**config.mk**
```make
export PLATFORM = sky130hd
export DESIGN_NAME = sbg_tx
export DESIGN_NICKNAME = d
export VERILOG_FILES = /design/src/pkg/sbg_pkg.sv /design/src/pkg/sbg_buf_if.sv /design/src/logic/sbg_tx.sv /design/src/logic/sbg_buf.sv
export SDC_FILE = /design/constraint.sdc
export NUM_CORES = 1
export LEC_CHECK = 0
export ABC_AREA = 0
export BUFFER_PORTS_ARGS = -buffer_cell sky130_fd_sc_hd__buf_2
export CORE_UTILIZATION = 25
export DETAILED_ROUTE_END_ITERATION = 16
export HOLD_SLACK_MARGIN = 0.1
export PLACE_DENSITY = 0.51
export SLEW_MARGIN = 10
export SYNTH_ARGS = -nofsm -noshare
export SYNTH_HDL_FRONTEND = slang
export SYNTH_SLANG_ARGS = --single-unit
```
**constraint.sdc**
```tcl
create_clock -name clk_sys_in -period 5.3 [get_ports clk_sys_in]
set_input_delay 1.06 -clock clk_sys_in [delete_from_list [all_inputs] [get_ports clk_sys_in]]
set_output_delay 1.06 -clock clk_sys_in [all_outputs]
set_load 0.05 [all_outputs]
```
**src/pkg/sbg_pkg.sv**
```systemverilog
package sbg_pkg;
   // ****************************************************************
   // Frame lengths in bit periods, buffer depth and reset baud divider
   // ****************************************************************
   localparam logic [3:0] BREAK_BITS_SHORT = 4'ha;
   localparam logic [3:0] BREAK_BITS_LONG = 4'hb;
   localparam logic [3:0] STOP_BITS = 4'h1;
   localparam int BUF_DEPTH = 2;
   localparam logic [15:0] BAUD_DIV_RESET = 16'h0008;
   typedef enum logic [1:0] {
      SBG_REQ_IDLE,
      SBG_REQ_BREAK,
      SBG_REQ_DATA
   } sbg_req_type;
   typedef struct packed {
      sbg_req_type kind;
      logic [8:0] data;
   } sbg_item_type;
endpackage

```
**src/pkg/sbg_buf_if.sv**
```systemverilog
`timescale 1ns/1ps
interface sbg_buf_if;
   logic in_valid;
   logic in_ready;
   sbg_pkg::sbg_item_type in_item;
   logic out_valid;
   logic out_ready;
   sbg_pkg::sbg_item_type out_item;
   modport buffer (input in_valid, output in_ready, input in_item, output out_valid, input out_ready,
      output out_item);
   modport user (output in_valid, input in_ready, output in_item, input out_valid, output out_ready,
      input out_item);
endinterface

```
**src/logic/sbg_tx.sv**
```systemverilog
`timescale 1ns/1ps
// Operation
// RQ1: Set-then-clear send-break emits exactly one break.
// RQ2: Break lasts 10 or 11 bits, never doubled.
// RQ3: Breaks repeat while send-break stays set.
// RQ4: Enable toggle queues idle frame ahead of others.
// RQ5: Break right after idle has nominal length.
// RQ6: Software toggles enable then send-break, interrupts off.
// RQ7: Break low whole length, then stop-bit high.
module sbg_tx (
   input wire logic clk_sys_in,
   input wire logic nrst_in,
   input wire logic send_break_bit_in,
   input wire logic transmitter_enable_bit_in,
   input wire logic word_long_in,
   input wire logic [15:0] baud_div_in,
   input wire logic data_valid_in,
   input wire logic [8:0] data_in,
   output logic data_ready_out,
   output logic tdo_out,
   output logic busy_out
);
   // ****************************************************************
   // Request capture
   // ****************************************************************
   typedef enum logic [1:0] {
      SBG_ST_IDLE,
      SBG_ST_SHIFT,
      SBG_ST_STOP
   } sbg_state_type;
   sbg_buf_if bus ();
   sbg_buf u_buf (
      .clk_sys_in(clk_sys_in),
      .nrst_in(nrst_in),
      .port(bus.buffer)
   );
   logic brk_s2, te_s2, brk_d, te_d;
   logic brk_pend, next_brk_pend;
   logic idle_pend, next_idle_pend;
   logic break_end;
   // ****************************************************************
   // Control input synchronisers
   // ****************************************************************
   // Both controls come from another domain, so each bit passes two flops before its edge detector.
   logic [1:0] ctl_raw;
   logic [1:0] ctl_s1;
   logic [1:0] ctl_s2;
   logic [1:0] ctl_d;
   assign ctl_raw = {transmitter_enable_bit_in, send_break_bit_in};
   always_ff @(posedge clk_sys_in or negedge nrst_in) begin
      if (!nrst_in) begin
         ctl_s1 <= 2'h0;
         ctl_s2 <= 2'h0;
         ctl_d <= 2'h0;
      end else begin
         ctl_s1 <= ctl_raw;
         ctl_s2 <= ctl_s1;
         ctl_d <= ctl_s2;
      end
   end
   assign brk_s2 = ctl_s2[0];
   assign te_s2 = ctl_s2[1];
   assign brk_d = ctl_d[0];
   assign te_d = ctl_d[1];
   // ****************************************************************
   // Request queueing
   // ****************************************************************
   // Each request enters the queue only once, so a break can never be doubled.
   always_comb begin
      next_brk_pend = brk_pend;
      next_idle_pend = idle_pend;
      bus.in_valid = 1'b0;
      bus.in_item = '0;
      data_ready_out = 1'b0;
      if (idle_pend) begin
         bus.in_valid = 1'b1;
         bus.in_item.kind = sbg_pkg::SBG_REQ_IDLE; // [RQ4]
         if (bus.in_ready) begin
            next_idle_pend = 1'b0;
         end
      end else if (brk_pend) begin
         bus.in_valid = 1'b1;
         bus.in_item.kind = sbg_pkg::SBG_REQ_BREAK; // [RQ5]
         if (bus.in_ready) begin
            next_brk_pend = 1'b0; // [RQ1]
         end
      end else begin
         bus.in_valid = data_valid_in && te_s2;
         bus.in_item.kind = sbg_pkg::SBG_REQ_DATA;
         bus.in_item.data = data_in;
         data_ready_out = bus.in_ready && te_s2;
      end
      // New requests come after the accept above, so a request in the cycle of an accept is kept.
      if (te_s2 && !te_d) begin
         next_idle_pend = 1'b1; // [RQ4]
      end
      if (brk_s2 && !brk_d) begin
         next_brk_pend = 1'b1; // [RQ1]
      end
      // Re-arming at the end of the low part, not at the accept, keeps a short pulse to one break.
      if (break_end && brk_s2) begin
         next_brk_pend = 1'b1; // [RQ3]
      end
   end
   always_ff @(posedge clk_sys_in or negedge nrst_in) begin
      if (!nrst_in) begin
         brk_pend <= 1'b0;
         idle_pend <= 1'b0;
      end else begin
         brk_pend <= next_brk_pend;
         idle_pend <= next_idle_pend;
      end
   end
   // ****************************************************************
   // Line sequencer
   // ****************************************************************
   sbg_state_type state, next_state;
   logic [15:0] tick, next_tick;
   logic [3:0] bits, next_bits;
   logic [3:0] frame_len, next_frame_len;
   logic [10:0] shreg, next_shreg;
   logic tdo, next_tdo;
   sbg_pkg::sbg_req_type kind, next_kind;
   logic bit_end;
   logic [3:0] nominal;
   assign bit_end = (tick == 16'h0000);
   assign nominal = word_long_in ? sbg_pkg::BREAK_BITS_LONG : sbg_pkg::BREAK_BITS_SHORT;
   assign break_end = (state == SBG_ST_SHIFT) && bit_end && (bits + 4'h1 == frame_len) &&
                      (kind == sbg_pkg::SBG_REQ_BREAK);
   // ****************************************************************
   // Bit timer
   // ****************************************************************
   // The timer runs free, so a frame starts only on a bit boundary and its first bit has full length.
   always_comb begin
      next_tick = tick - 16'h0001;
      if (bit_end) begin
         next_tick = baud_div_in;
      end
   end
   always_ff @(posedge clk_sys_in or negedge nrst_in) begin
      if (!nrst_in) begin
         tick <= sbg_pkg::BAUD_DIV_RESET;
      end else begin
         tick <= next_tick;
      end
   end
   // ****************************************************************
   // Frame sequencer
   // ****************************************************************
   always_comb begin
      next_state = state;
      next_kind = kind;
      next_bits = bits;
      next_frame_len = frame_len;
      next_shreg = shreg;
      next_tdo = tdo;
      bus.out_ready = 1'b0;
      case (state)
         SBG_ST_IDLE: begin
            next_tdo = 1'b1;
            if (bus.out_valid && bit_end) begin
               bus.out_ready = 1'b1;
               next_state = SBG_ST_SHIFT;
               next_bits = 4'h0;
               next_frame_len = nominal; // [RQ2]
               next_kind = bus.out_item.kind;
               case (bus.out_item.kind)
                  sbg_pkg::SBG_REQ_IDLE: next_shreg = '1;
                  sbg_pkg::SBG_REQ_BREAK: next_shreg = '0; // [RQ7]
                  default: begin
                     next_shreg = word_long_in ? {1'b1, bus.out_item.data, 1'b0}
                                               : {2'b11, bus.out_item.data[7:0], 1'b0};
                  end
               endcase
               next_tdo = (bus.out_item.kind == sbg_pkg::SBG_REQ_IDLE) ? 1'b1 :
                          (bus.out_item.kind == sbg_pkg::SBG_REQ_BREAK) ? 1'b0 : 1'b0;
            end
         end
         SBG_ST_SHIFT: begin
            if (bit_end) begin
               next_bits = bits + 4'h1;
               next_shreg = {1'b1, shreg[10:1]};
               if (bits + 4'h1 == frame_len) begin
                  next_state = SBG_ST_STOP; // [RQ2]
                  next_bits = 4'h0;
                  next_tdo = 1'b1; // [RQ7]
               end else begin
                  next_tdo = next_shreg[0];
               end
            end
         end
         SBG_ST_STOP: begin
            if (bit_end) begin
               next_bits = bits + 4'h1;
               if (bits + 4'h1 == sbg_pkg::STOP_BITS) begin
                  next_state = SBG_ST_IDLE; // [RQ7]
               end
            end
         end
         default: next_state = SBG_ST_IDLE;
      endcase
   end
   always_ff @(posedge clk_sys_in or negedge nrst_in) begin
      if (!nrst_in) begin
         state <= SBG_ST_IDLE;
         kind <= sbg_pkg::SBG_REQ_IDLE;
         bits <= 4'h0;
         frame_len <= sbg_pkg::BREAK_BITS_SHORT;
         shreg <= '1;
         tdo <= 1'b1;
      end else begin
         state <= next_state;
         kind <= next_kind;
         bits <= next_bits;
         frame_len <= next_frame_len;
         shreg <= next_shreg;
         tdo <= next_tdo;
      end
   end
   // ****************************************************************
   // Outputs
   // ****************************************************************
   assign tdo_out = tdo;
   assign busy_out = (state != SBG_ST_IDLE) || bus.out_valid || idle_pend || brk_pend;
endmodule

```
**src/logic/sbg_buf.sv**
```systemverilog
`timescale 1ns/1ps
module sbg_buf (
   input wire logic clk_sys_in,
   input wire logic nrst_in,
   sbg_buf_if.buffer port
);
   // ****************************************************************
   // Two-entry request buffer
   // ****************************************************************
   sbg_pkg::sbg_item_type mem [sbg_pkg::BUF_DEPTH];
   sbg_pkg::sbg_item_type next_mem [sbg_pkg::BUF_DEPTH];
   logic [1:0] count;
   logic [1:0] next_count;
   logic push;
   logic pop;
   assign port.in_ready = (count != 2'h2);
   assign port.out_valid = (count != 2'h0);
   assign port.out_item = mem[0];
   assign push = port.in_valid && port.in_ready;
   assign pop = port.out_valid && port.out_ready;
   always_comb begin
      next_mem = mem;
      next_count = count;
      if (pop) begin
         next_mem[0] = mem[1];
      end
      if (push) begin
         if (count == 2'h0 || (count == 2'h1 && pop)) begin
            next_mem[0] = port.in_item;
         end else if (pop) begin
            next_mem[0] = mem[1];
            next_mem[1] = port.in_item;
         end else begin
            next_mem[1] = port.in_item;
         end
      end
      next_count = count + {1'b0, push} - {1'b0, pop};
   end
   always_ff @(posedge clk_sys_in or negedge nrst_in) begin
      if (!nrst_in) begin
         count <= 2'h0;
         mem[0] <= '0;
         mem[1] <= '0;
      end else begin
         count <= next_count;
         mem <= next_mem;
      end
   end
endmodule

```
==> summary by stage, run 1 <==
Place
The count of buffers inserted at the top-level ports is 33. The routability congestion estimate is 0.8094. The post-detailed-placement half-perimeter wirelength is 5.103 mm. OpenSTA, run right after detailed placement, puts the worst setup slack at 2.229 ns.

Clock network
The number of setup buffers added after CTS is 0. TritonCTS built the clock tree. Clock-pin slew was measured on the worst setup and hold paths at 0.05 ns. The longest clock path from root to sink contains 2 buffers. The H-tree was split into 3 levels. The worst-skew pair later-pin latency is 0.33 ns. In this run, post-CTS repair resized a total of 0 instances. CTS placed an instance of sky130_fd_sc_hd__clkbuf_16 at the clock tree root. The total clock sinks is 68. The number of clock buffers inserted by TritonCTS is 9. The number of hold buffers added after CTS was 0.

Synth
The average cell area after synthesis is 9.428 um^2. The flip-flop and latch count after synthesis is 68. After synthesis the cells add up to 3470 um^2. Of the synthesized area, sequential elements account for 0.4948. The number of warnings issued by yosys is 0. The number of nets handed over by synthesis was 409. The number of distinct library cell variants in the gate-level netlist after synthesis is 54. The commonest register cell after synthesis is sky130_fd_sc_hd__dfrtp_1. Counting every instance in the synthesized netlist gives 368. In this run, synthesis inferred 0 flip-flops with an integrated enable.

Of all flip-flops after synthesis, the portion carrying an async set or reset was 1.000.

Die
The I/O pin total is 34. The die covers 14350 um^2. The starting density of the core is 0.2589. The placeable core region is 13400 um^2. The die is 119.8 um wide. The floorplan has 42 rows. In this run the vertical extent of the chip is 119.8 um.

Critical path
For the worst setup path, the data arrival time is 3.25 ns. The number of cells on the worst reg-to-reg path is 7. The worst setup path is launched from a register.

The type of destination of the critical path is a register. The data required time of the critical path is 5.51 ns. The kind of critical path is reg2reg. The slack of the worst reg-to-reg path is 2.26 ns. In this run the worst path has a maximum fanout of 23. The critical register-to-register path startpoint is tick[0]$_DFF_PN0_.

The endpoint identified for the worst register-to-register timing path is u_buf.port.out_item[9]$_DFF_PN0_.

STA
The final hold violation count is 0. The pin slew with the least headroom to its limit is 0.9574 ns. On the final layout, the worst clock skew is 0.004888 ns. The worst slew margin relative to its limit is 0.3617. The number of setup violations in the final report is 0.

The fmax is 329.4 MHz. The routed design could run at a clock period as short as 3.036 ns. For the final routed database, the setup TNS stands at 0 ns.

In the post-route analysis, the smallest setup slack over all paths is 2.264 ns. The final worst-path cycle share is 0.5728. Setup repair after global routing left no endpoint under its margin. The final max-slew violation count is 0.

Hold path
The min-delay analysis places its worst path in the category reg2reg. The terminating pin of the worst hold path is ctl_s2[1]$_DFF_PN0_. The worst hold path was traced through 0 stages. The startpoint of the most critical hold path is ctl_s1[1]$_DFF_PN0_.

Detailed routing
The number of optimization iterations in the first detailed-route pass is 4. The final routed DRC violation total is 0. The remaining antenna violation count is 0. The number of vias in the routed layout is 2596. The number of DRC violations after detailed-routing iteration 0 is 124. After detailed routing, the number of vias per cell comes to 4.484. The aggregate routed wire length is 7.190 mm. The detail-routed net length per standard cell is 12.42 um.

Cells and area
The final antenna diode count is 0. The proportion of layout cells with a drive suffix above 1 is 0.1886. The number of nets in the layout is 439.

Relative to the synthesized area, the layout overhead comes to 16.91%.

Power
The part of the total power dissipated in the clock network is 0.315. VDD sags by at most 141.3 uV. In this run the power spent charging and discharging nets is 0.5507 mW. The reported leakage power is 1.743 nW. Of the total power, the share spent switching nets is 0.3235. The cell internal power dissipation is 1.152 mW. The fraction of power consumed by combinational cells is 0.254. Dividing total power by cell area gives a power density of 419.6 nW/um^2. The sequential share of power is 0.431.

Global routing
The largest net degree at the start of global routing is 49. The global-route congestion overflow total is 0. The wire length of the first global-routing pass is 12.71 mm. The number of antenna violations at the first check in global routing came to 0. The number of global-route vias before repair is 2642. The global router's overall resource usage is 0.1115.

Run
Max-cap violations in this run came to 0.

Status
The flow ran to the end, and the final reports show no timing, DRC or antenna violations.
==> final cells by class <==
class | instances | area, um^2
well taps | 176 | 220.2
clock buffers | 14 | 254.0
clock inverters | 2 | 10.01
multi-input cells | 260 | 1582
fillers | 1428 | 9344
inverters | 23 | 86.33
repair buffers | 36 | 187.7
flip-flops and latches | 68 | 1717
==> Yosys cell counts, drive strengths merged (3+ instances only) <==
library cell | number | area share
inv | 23 | 0.025
nor2b | 4 | 0.0072
a21oi | 34 | 0.050
o31ai | 3 | 0.0065
o21ai | 31 | 0.045
nand2 | 49 | 0.053
nor2 | 41 | 0.044
buf | 6 | 0.013
clkbuf | 11 | 0.012
nor4 | 4 | 0.015
mux2i | 9 | 0.026
mux2 | 7 | 0.025
nand3 | 14 | 0.024
dfstp | 12 | 0.091
xor2 | 4 | 0.010
ha | 10 | 0.036
dfrtp | 56 | 0.40
xnor2 | 9 | 0.023
nor3 | 11 | 0.017
==> how the worst max path moves through the flow <==
stage,startpoint,to,slack [ns]
3_3_place_gp,tick[0]$_DFF_PN0_,u_buf.port.out_item[9]$_DFF_PN0_,2.33
6_report,tick[0]$_DFF_PN0_,u_buf.port.out_item[9]$_DFF_PN0_,2.26
5_1_grt,tick[0]$_DFF_PN0_,u_buf.port.out_item[9]$_DFF_PN0_,2.07
4_1_cts,tick[0]$_DFF_PN0_,u_buf.port.out_item[9]$_DFF_PN0_,2.20
2_1_floorplan,idle_pend$_DFF_PN0_,data_ready_out,2.46
3_5_place_dp,tick[0]$_DFF_PN0_,u_buf.port.out_item[9]$_DFF_PN0_,2.23
==> cells by family after synthesis <==
kind of cell | after synthesis | synth area share
AO/OA/AOI/OAI | 88 | 0.1504
XOR/XNOR | 13 | 0.03282
buffers and inverters | 40 | 0.04940
adder cells (fa/ha/maj) | 10 | 0.03606
multiplexers | 16 | 0.05085
flip-flops | 68 | 0.4948
AND/OR/NAND/NOR | 133 | 0.1857
==> cells in the final DEF (no fill, tap or decap), types with 3 or more instances in the layout <==
master,synthesis,layout
sky130_fd_sc_hd__nand3_1,13,13
sky130_fd_sc_hd__nor2b_1,4,4
sky130_fd_sc_hd__dfrtp_1,56,56
sky130_fd_sc_hd__o31ai_1,3,3
sky130_fd_sc_hd__mux2_2,3,3
sky130_fd_sc_hd__nand2_1,49,49
sky130_fd_sc_hd__buf_2,2,33
sky130_fd_sc_hd__o21ai_0,30,30
sky130_fd_sc_hd__buf_4,1,3
sky130_fd_sc_hd__nor2_1,41,41
sky130_fd_sc_hd__xor2_1,4,4
sky130_fd_sc_hd__mux2i_1,9,9
sky130_fd_sc_hd__clkbuf_1,11,4
sky130_fd_sc_hd__dfstp_2,12,12
sky130_fd_sc_hd__nor3_1,10,10
sky130_fd_sc_hd__ha_1,10,10
sky130_fd_sc_hd__a21oi_1,33,33
sky130_fd_sc_hd__inv_1,23,23
sky130_fd_sc_hd__clkbuf_16,0,9
sky130_fd_sc_hd__xnor2_1,9,9
==> layer usage <==
metal / track usage / up-vias / wire length, um
met5: 0 / - / 0
met4: 0.06172 / 0 / 143
met3: 0.02186 / 10 / 183
met2: 0.1684 / 32 / 3257
met1: 0.1491 / 1233 / 3606
li1: - / 1321 / -
==> state kept, by name, indices dropped and copies added (netlist names) <==
signal               cells
bits                     4
brk_pend                 1
ctl_d                    2
ctl_s1                   2
ctl_s2                   2
frame_len                1
idle_pend                1
kind                     2
shreg                   10
state                    2
tdo_out                  1
tick                    16
u_buf.count              2
u_buf.mem               11
u_buf.port.out_item     11
==> stage by stage <==
| step | instances | power (mW) | util | cell area, um^2 | hold slack [ns] |
|---|---|---|---|---|---|
| 3_5_place_dp | 563 | 1.176 | 0.2830 | 3792 | 0.3381 |
| 3_3_place_gp | 563 | 1.166 | 0.2830 | 3792 | 0.3354 |
| 6_report | 579 | 1.702 | 0.3027 | 4056 | 0.3472 |
| 2_1_floorplan | 368 | 1.073 | - | 3470 | 0.3312 |
| 5_1_grt | 579 | 1.830 | 0.3027 | 4056 | 0.3687 |
| 4_1_cts | 579 | 1.724 | 0.3027 | 4056 | 0.3502 |
==> worst max-delay path, stage by stage (launching register included) <==
cell and delay (ns):
sky130_fd_sc_hd__dfrtp_1 0.40, sky130_fd_sc_hd__inv_1 0.07, sky130_fd_sc_hd__ha_1 0.17, sky130_fd_sc_hd__nor3b_2 0.35, sky130_fd_sc_hd__and4b_1 0.45, sky130_fd_sc_hd__nand3_1 0.69, sky130_fd_sc_hd__mux2_1 0.57, sky130_fd_sc_hd__a22o_1 0.20
==> power by group through the flow <==
| stage | Clock (mW) | Sequential, mW | Combinational, mW |
|---|---|---|---|
| 2_1_floorplan | 0 | 0.712 | 0.360 |
| 3_3_place_gp | 0 | 0.738 | 0.428 |
| 3_5_place_dp | 0 | 0.741 | 0.435 |
| 4_1_cts | 0.553 | 0.734 | 0.437 |
| 5_1_grt | 0.577 | 0.752 | 0.501 |
| 6_report | 0.537 | 0.734 | 0.432 |
No activity file was read; power rests on OpenSTA's default activity.
==> run 2, diff against run 1 <==
Settings changed: ABC_AREA 0 to 1.
Clock period 5.3 ns to 2.8 ns, I/O delays scaled along.
==> run 2 against run 1 <==
Power rose by 110%; critical endpoint is now busy_out; die area rose by 5.4%; critical path type is now reg2out; sequential share of layout area fell by 2.4 points.
==> summary by stage, run 2 <==
Synth
The fraction of post-synthesis cell area in the top cell type by area is 0.3830 (-0.02086). The sequential area share after synthesis is 0.4692 (-0.02555). The flip-flop and latch count after synthesis is 68 (unchanged).

The total nets after synthesis is 487 (+19%). The number of distinct library cell variants in the gate-level netlist after synthesis is 40 (-26%). The number of warnings issued by yosys came to 0 (unchanged). The number of flops mapped to enable cells by yosys is 0 (unchanged). The instance count of the mapped netlist is 446 (+21%). In the post-synthesis netlist, the cell with the most instances is sky130_fd_sc_hd__nand2_1. By count the netlist is led by sky130_fd_sc_hd__nand2_1, sky130_fd_sc_hd__dfrtp_1, sky130_fd_sc_hd__inv_1, sky130_fd_sc_hd__nor2_1. The cell type with the largest total area after synthesis is sky130_fd_sc_hd__dfrtp_1.

The post-synthesis instance area came to 3659 um^2 (+5.4%). The share of flip-flops with an asynchronous set or reset after synthesis came to 1.000 (unchanged). Sorting the synthesized cells by area gives the leading types as sky130_fd_sc_hd__dfrtp_1, sky130_fd_sc_hd__nand2_1, sky130_fd_sc_hd__dfstp_2. The average cell area after synthesis is 8.203 um^2 (-13%).

The commonest register cell after synthesis is sky130_fd_sc_hd__dfrtp_1.

Cells and area
Ranked by flip-flop count, first place goes to tick. The proportion of layout cells with a drive suffix above 1 is 0.2066 (+0.01803). The final antenna diode count is 0 (unchanged). The area growth from synthesis to layout is 17.58%. The fill cell total of the finished layout is 1526 (+6.9%). The most common library cell in the layout ignoring fill and taps is sky130_fd_sc_hd__nand2_1. The utilization of the core after routing was 0.3052 (+0.002458).

The post-route non-filler standard cell count is 664 (+15%). The number of flip-flops in the largest register is 16 (unchanged). Leaving out fill and tap cells, the most frequent cells in the layout are sky130_fd_sc_hd__nand2_1, sky130_fd_sc_hd__dfrtp_1, sky130_fd_sc_hd__inv_1, sky130_fd_sc_hd__nor2_1, sky130_fd_sc_hd__buf_2. The number of nets in the layout is 520 (+18%).

Global routing
The global-route congestion overflow total is 0 (unchanged). The global router's overall resource usage is 0.1221 (+0.01069). The largest net degree at the start of global routing is 28 (-43%). The number of global-route vias before repair was 2954 (+12%). The number of antenna violations at the first check in global routing is 0 (unchanged). The wire length of the first global-routing pass came to 14.19 mm (+12%).

Critical path
The worst setup path is of the reg2out kind. The delay of the slowest cell on the worst path was 0.47 ns (-0.22 ns). Among all stages on the critical path, the largest delay is contributed by sky130_fd_sc_hd__ha_1. The critical path arrival was 1.71 ns (-1.54 ns). The data required time of the critical path is 2.24 ns (-3.27 ns). The worst setup path is captured at an output port.

Walking the worst path, the cells encountered are inv_1, ha_1, nand3_1, buf_2. The cell family with the largest share of critical-path delay is adder cells. The kind of start point of the critical path is a register. The number of buffers and inverters on the critical path was 2 (+1). The slack of the worst reg-to-reg path is 0.57 ns (-1.69 ns). The maximum fanout count along the critical path is 8 (-65%).

Clock network
The buffer levels on the longest clock path is 2 (unchanged). The post-CTS setup buffer count came to 0 (unchanged). The level count of the clock H-tree is 3 (unchanged).

The total of hold buffers inserted after clock tree synthesis is 0 (unchanged). The total of cells resized after clock tree synthesis came to 0 (unchanged). The worst-skew pair later-pin latency is 0.34 ns (about the same). The root buffer selected by CTS is sky130_fd_sc_hd__clkbuf_16. The total clock sinks is 68 (unchanged).

The number of clock buffers inserted by TritonCTS is 9 (unchanged). TritonCTS built the clock tree. The CTS clock-pin slew for the worst setup and hold paths is 0.06 ns (about the same).

Die
The full die area is 15120 um^2 (+5.4%). The horizontal extent of the die is 123.0 um (+2.6%). The site row count came to 43 (+2.4%). The I/O pin total is 34 (unchanged). The die outline height is 123.0 um (+2.6%). The starting density of the core is 0.2595 (+0.0006251). The placeable core region is 14100 um^2 (+5.2%).

Detailed routing
The number of optimization iterations in the first detailed-route pass is 4 (unchanged). The detail-routed net length per standard cell is 12.00 um (-3.4%). The number of DRC violations after detailed-routing iteration 0 is 103 (-17%). The per-cell via count in the routed design is 4.298 (-4.1%). The remaining antenna violation count is 0 (unchanged). The aggregate routed wire length is 7.965 mm (+11%).

The number of vias in the routed layout is 2854 (+9.9%). The final routed DRC violation total came to 0 (unchanged).

Place
The count of buffers inserted at the top-level ports is 33 (unchanged). The post-detailed-placement half-perimeter wirelength was 5.886 mm (+15%). The placement-stage worst setup slack came to 0.5704 ns (-1.658 ns).

The routability congestion estimate is 0.7618 (-5.9%). The placed instance count is 648 (+15%).

STA
The final max-slew violation count was 0 (unchanged). The clock tree skew after final layout came to 0.004570 ns (-0.0003173 ns). The pin slew with the least headroom to its limit is 0.6662 ns (-0.2912 ns). The number of setup violations in the final report is 0 (unchanged). The sum of negative setup slack is 0 ns (unchanged). The final hold violation count came to 0 (unchanged).

The fmax is 439.7 MHz. The least setup slack across all paths after layout is 0.5256 ns (-1.738 ns). Setup repair after global routing left no endpoint under its margin. The final critical path time including I/O delays and setup is 2.274 ns. In the finished design, the share of the clock period the worst path needs comes to 0.8123. The worst slew margin relative to its limit came to 0.5558 (+0.1941).

Power
The ratio of total power to cell area was 814.2 nW/um^2 (+94%). The overall power is 3.502 mW (+110%). The maximum VDD drop came to 338.9 uV (+140%). The reported leakage power is 2.072 nW (+19%).

Hold path
The kind of path behind the tightest hold check is in2async.

Run
The number of max-cap violations is 0 (unchanged).

Status
The flow ran to the end, and the final reports show no timing, DRC or antenna violations.
## run 2: cell types whose count changed after synthesis, sizes merged, moves of 7 or more
cell / previous run / this run
nand2: 49 / 151
nand3b: 0 / 10
mux2i: 9 / 0
mux2: 7 / 0
o21ai: 31 / 48
nor3: 11 / 3
nand3: 14 / 23
inv: 23 / 38
a21oi: 34 / 10
## run 2: worst paths after layout
check / start / cells after the start / endpoint
max: state[0]$_DFFE_PN0P_ / 4 / busy_out
min: nrst_in / 1 / tick[2]$_DFF_PN0_
max reg2reg: tick[0]$_DFF_PN0_ / 11 / u_buf.port.out_item[2]$_DFF_PN0_
min reg2reg: ctl_s1[1]$_DFF_PN0_ / 0 / ctl_s2[1]$_DFF_PN0_
max in group asynchronous: nrst_in / 2 / u_buf.port.out_item[3]$_DFF_PN0_
min in group clk_sys_in: transmitter_enable_bit_in / 1 / ctl_s1[1]$_DFF_PN0_
## run 2: cell families after synthesis
group	count (synthesis)	share of synthesized area
AO/OA/AOI/OAI	66	0.1108
XOR/XNOR	14	0.03352
adder cells (fa/ha/maj)	10	0.03420
buffers and inverters	55	0.06395
flip-flops	68	0.4692
AND/OR/NAND/NOR	233	0.2883
## run 2: worst reg2reg max path: stages (launching register included)
cell and delay, ns:
sky130_fd_sc_hd__dfrtp_1 0.37, sky130_fd_sc_hd__inv_1 0.09, sky130_fd_sc_hd__ha_1 0.20, sky130_fd_sc_hd__nand2_2 0.13
sky130_fd_sc_hd__nor2_4 0.16, sky130_fd_sc_hd__nand2_4 0.15, sky130_fd_sc_hd__nor2_8 0.22, sky130_fd_sc_hd__nand3_4 0.11
sky130_fd_sc_hd__nand2_2 0.20, sky130_fd_sc_hd__nand2_1 0.29, sky130_fd_sc_hd__nand2_1 0.13, sky130_fd_sc_hd__nand2_1 0.06
## run 2: per-stage QoR
step | hold WS [ns] | cell area (um^2)
detailed placement | 0.3362 | 3999
CTS | 0.2316 | 4302
global route | 0.2555 | 4302
finish | 0.2193 | 4302
floorplan | 0.2644 | 3659
global placement | 0.3359 | 3999
## run 2: area by class of cell
type	count	area, um^2	area share
flip-flops and latches	68	1717	0.3991
multi-input cells	323	1708	0.3970
clock inverters	6	63.81	0.01483
clock buffers	10	239.0	0.05556
inverters	39	146.4	0.03403
well taps	180	225.2	0.05236
repair buffers	38	202.7	0.04712
## run 2: report_power, final
part           switching (mW)  internal, mW  leakage (nW)
logic                   0.631         0.325          1.10
registers               0.177          1.23         0.823
clock network           0.433         0.711         0.144
## run 2: per-layer routing
layer	vias up	track usage	part of all wire
li1	1493	-	-
met1	1322	0.1626	0.50
met2	30	0.1903	0.46
met3	9	0.01937	0.021
met4	0	0.06551	0.024
met5	-	0	0
==> run 3, diff against run 2 <==
Clock period 2.8 ns to 2.35 ns, I/O delays scaled along.
==> run 3 against run 2 <==
Largest cell class is now multi-input combinational cells; global-route usage down 0.50 points; highest routed layer unchanged; routed wire length down 3.2%; sequential share of layout area down 0.48 points; clock power up 14%.
==> summary by stage, run 3 (synthesis results as in run 2) <==
Cells and area
The utilization of the core after routing is 0.3089 (+0.003728). The fill cell total of the finished layout is 1559 (+2.2%). The number of flip-flops in the largest register is 16 (unchanged). The proportion of layout cells with a drive suffix above 1 is 0.2136 (+0.006941).

The finished layout cell area is 4354 um^2 (+1.2%). In the layout the commonest cells are sky130_fd_sc_hd__nand2_1, sky130_fd_sc_hd__dfrtp_1, sky130_fd_sc_hd__nor2_1, sky130_fd_sc_hd__inv_1, sky130_fd_sc_hd__buf_2. The area growth from synthesis to layout is 19.02%.

The library cell used most frequently in the layout, excluding fill and tap cells, is sky130_fd_sc_hd__nand2_1. The final antenna diode count is 0 (unchanged). The most flop-heavy register is tick. The number of nets in the layout is 524 (+0.77%).

Global routing
The largest net degree at the start of global routing is 69 (+150%). The global-route congestion overflow total is 0 (unchanged). The global router's overall resource usage was 0.1171 (-0.005030). The number of antenna violations at the first check in global routing is 0 (unchanged).

The wire length of the first global-routing pass is 13.74 mm (-3.2%). The number of global-route vias before repair is 2915 (-1.3%).

Clock network
The level count of the clock H-tree is 3 (unchanged). The total clock sinks is 68 (unchanged). The total of hold buffers inserted after clock tree synthesis is 0 (unchanged).

The CTS clock-pin slew for the worst setup and hold paths is 0.05 ns (about the same). TritonCTS built the clock tree. The root buffer selected by CTS is sky130_fd_sc_hd__clkbuf_16. The buffer levels on the longest clock path was 2 (unchanged). The worst-skew pair later-pin latency is 0.33 ns (about the same). The number of clock buffers inserted by TritonCTS is 9 (unchanged).

Die
The horizontal extent of the die is 123.0 um (unchanged). The starting density of the core came to 0.2595 (unchanged). The site row count came to 43 (unchanged). The die outline height came to 123.0 um (unchanged). The I/O pin total is 34 (unchanged). The placeable core region is 14100 um^2 (unchanged). The full die area is 15120 um^2 (unchanged).

STA
The pin slew with the least headroom to its limit came to 0.4533 ns (-0.2129 ns). The fmax is 467.0 MHz. Dividing the final minimum period by the clock period gives 0.9111. The final hold violation count is 0 (unchanged). The number of setup violations in the final report is 0 (unchanged).

The final critical path time including I/O delays and setup is 2.141 ns. The least setup slack across all paths after layout was 0.2089 ns (-0.3168 ns). The sum of negative setup slack is 0 ns (unchanged).

The clock tree skew after final layout is 0.004315 ns (-0.0002548 ns). Setup repair after global routing left no endpoint under its margin. The final max-slew violation count is 0 (unchanged). The worst slew margin relative to its limit was 0.6969 (+0.1410).

Place
The routability congestion estimate is 0.7739 (+1.6%). The post-detailed-placement half-perimeter wirelength came to 5.676 mm (-3.6%). The count of buffers inserted at the top-level ports is 33 (unchanged). The placement-stage worst setup slack was 0.09529 ns (-0.4752 ns).

The standard cell area after detailed placement is 4039 um^2 (+1.0%).

Hold path
The tightest min-delay check is of the in2async type.

Power
The ratio of total power to cell area is 948.7 nW/um^2 (+17%). The maximum VDD drop is 380.2 uV (+12%). The reported leakage power is 2.108 nW (+1.7%).

Critical path
The kind of critical path is reg2out. The worst setup path is captured at an output port. The depth of the most critical reg-to-reg path is 13 (+2).

The kind of start point of the critical path is a register. The maximum fanout count along the critical path is 17 (+9). The critical path arrival came to 1.67 ns (-0.04 ns).

The data required time of the critical path is 1.88 ns (-0.36 ns). The critical register-to-register path startpoint is tick[0]$_DFF_PN0_. In this run the critical register-to-register path is captured at u_buf.count[1]$_DFF_PN0_. The slack of the worst reg-to-reg path was 0.25 ns (-0.32 ns).

Detailed routing
The number of optimization iterations in the first detailed-route pass came to 5 (+1). The remaining antenna violation count is 0 (unchanged). The number of vias in the routed layout is 2851 (-0.11%). The aggregate routed wire length is 7.709 mm (-3.2%). The detail-routed net length per standard cell was 11.56 um (-3.6%).

The per-cell via count in the routed design is 4.274 (-0.55%). The number of DRC violations after detailed-routing iteration 0 is 129 (+25%). The final routed DRC violation total is 0 (unchanged).

Run
The number of max-cap violations is 0 (unchanged).

Status
The flow ran to the end, and the final reports show no timing, DRC or antenna violations.
==> run 3: cell count changes in the layout (fill, tap and decap cells not counted), moves of 2 or more <==
cell / delta
sky130_fd_sc_hd__buf_4: +3
sky130_fd_sc_hd__nor3_1: -2
sky130_fd_sc_hd__nor3_2: +2
sky130_fd_sc_hd__clkinvlp_4: -2
sky130_fd_sc_hd__clkbuf_1: +3
==> run 3: worst max path at each step <==
stage / from / end / slack, ns / depth (start not counted)
floorplan: state[0]$_DFFE_PN0P_ / busy_out / 0.31 / 5
global placement: tick[0]$_DFF_PN0_ / u_buf.count[1]$_DFF_PN0_ / 0.25 / 13
detailed placement: tick[0]$_DFF_PN0_ / u_buf.count[1]$_DFF_PN0_ / 0.1 / 13
CTS: tick[0]$_DFF_PN0_ / u_buf.count[1]$_DFF_PN0_ / 0.08 / 13
global route: tick[0]$_DFF_PN0_ / u_buf.count[1]$_DFF_PN0_ / 0.03 / 13
finish: state[0]$_DFFE_PN0P_ / busy_out / 0.21 / 5
==> run 3: critical path, stage by stage, from the launching register on <==
cell,delay [ns]
sky130_fd_sc_hd__dfrtp_1,0.42
sky130_fd_sc_hd__inv_1,0.11
sky130_fd_sc_hd__ha_1,0.23
sky130_fd_sc_hd__buf_4,0.22
sky130_fd_sc_hd__nand3_1,0.10
sky130_fd_sc_hd__buf_2,0.27
==> run 3: metal layers <==
layer / wire length [um] / global-route usage / up-vias / share of wire
met5: 0 / 0 / - / 0
li1: - / - / 1494 / -
met2: 3618 / 0.1900 / 42 / 0.47
met3: 189 / 0.02168 / 9 / 0.025
met1: 3748 / 0.1511 / 1306 / 0.49
met4: 153 / 0.05422 / 0 / 0.020
==> run 3: report_power, final <==
part | switching (mW) | total (mW) | internal (mW)
sequential | 0.205 | 1.67 | 1.46
clock | 0.459 | 1.30 | 0.843
combinational | 0.753 | 1.16 | 0.411
total | 1.42 | 4.13 | 2.71
==> run 3: area by class of cell <==
cell class | count | area [um^2] | share of cell area
Sequential cell | 68 | 1717 | 0.3943
Inverter | 39 | 146.4 | 0.03362
Clock inverter | 2 | 35.03 | 0.008046
Multi-Input combinational cell | 323 | 1735 | 0.3986
Tap cell | 180 | 225.2 | 0.05172
Timing Repair Buffer | 42 | 245.2 | 0.05632
Clock buffer | 13 | 250.2 | 0.05747
==> run 3: repair_timing <==
item	in CTS	in global routing
gates resized for setup	0	5
setup buffers	0	1
endpoints found under the setup margin	0	1
==> run 3: metrics by stage <==
step / hold WS [ns] / std cells / total power [mW]
floorplan: 0.1744 / 446 / 2.568
detailed placement: 0.3389 / 651 / 2.862
global placement: 0.3360 / 651 / 2.827
global route: 0.1938 / 667 / 4.472
CTS: 0.1730 / 666 / 4.197
finish: 0.1573 / 667 / 4.131
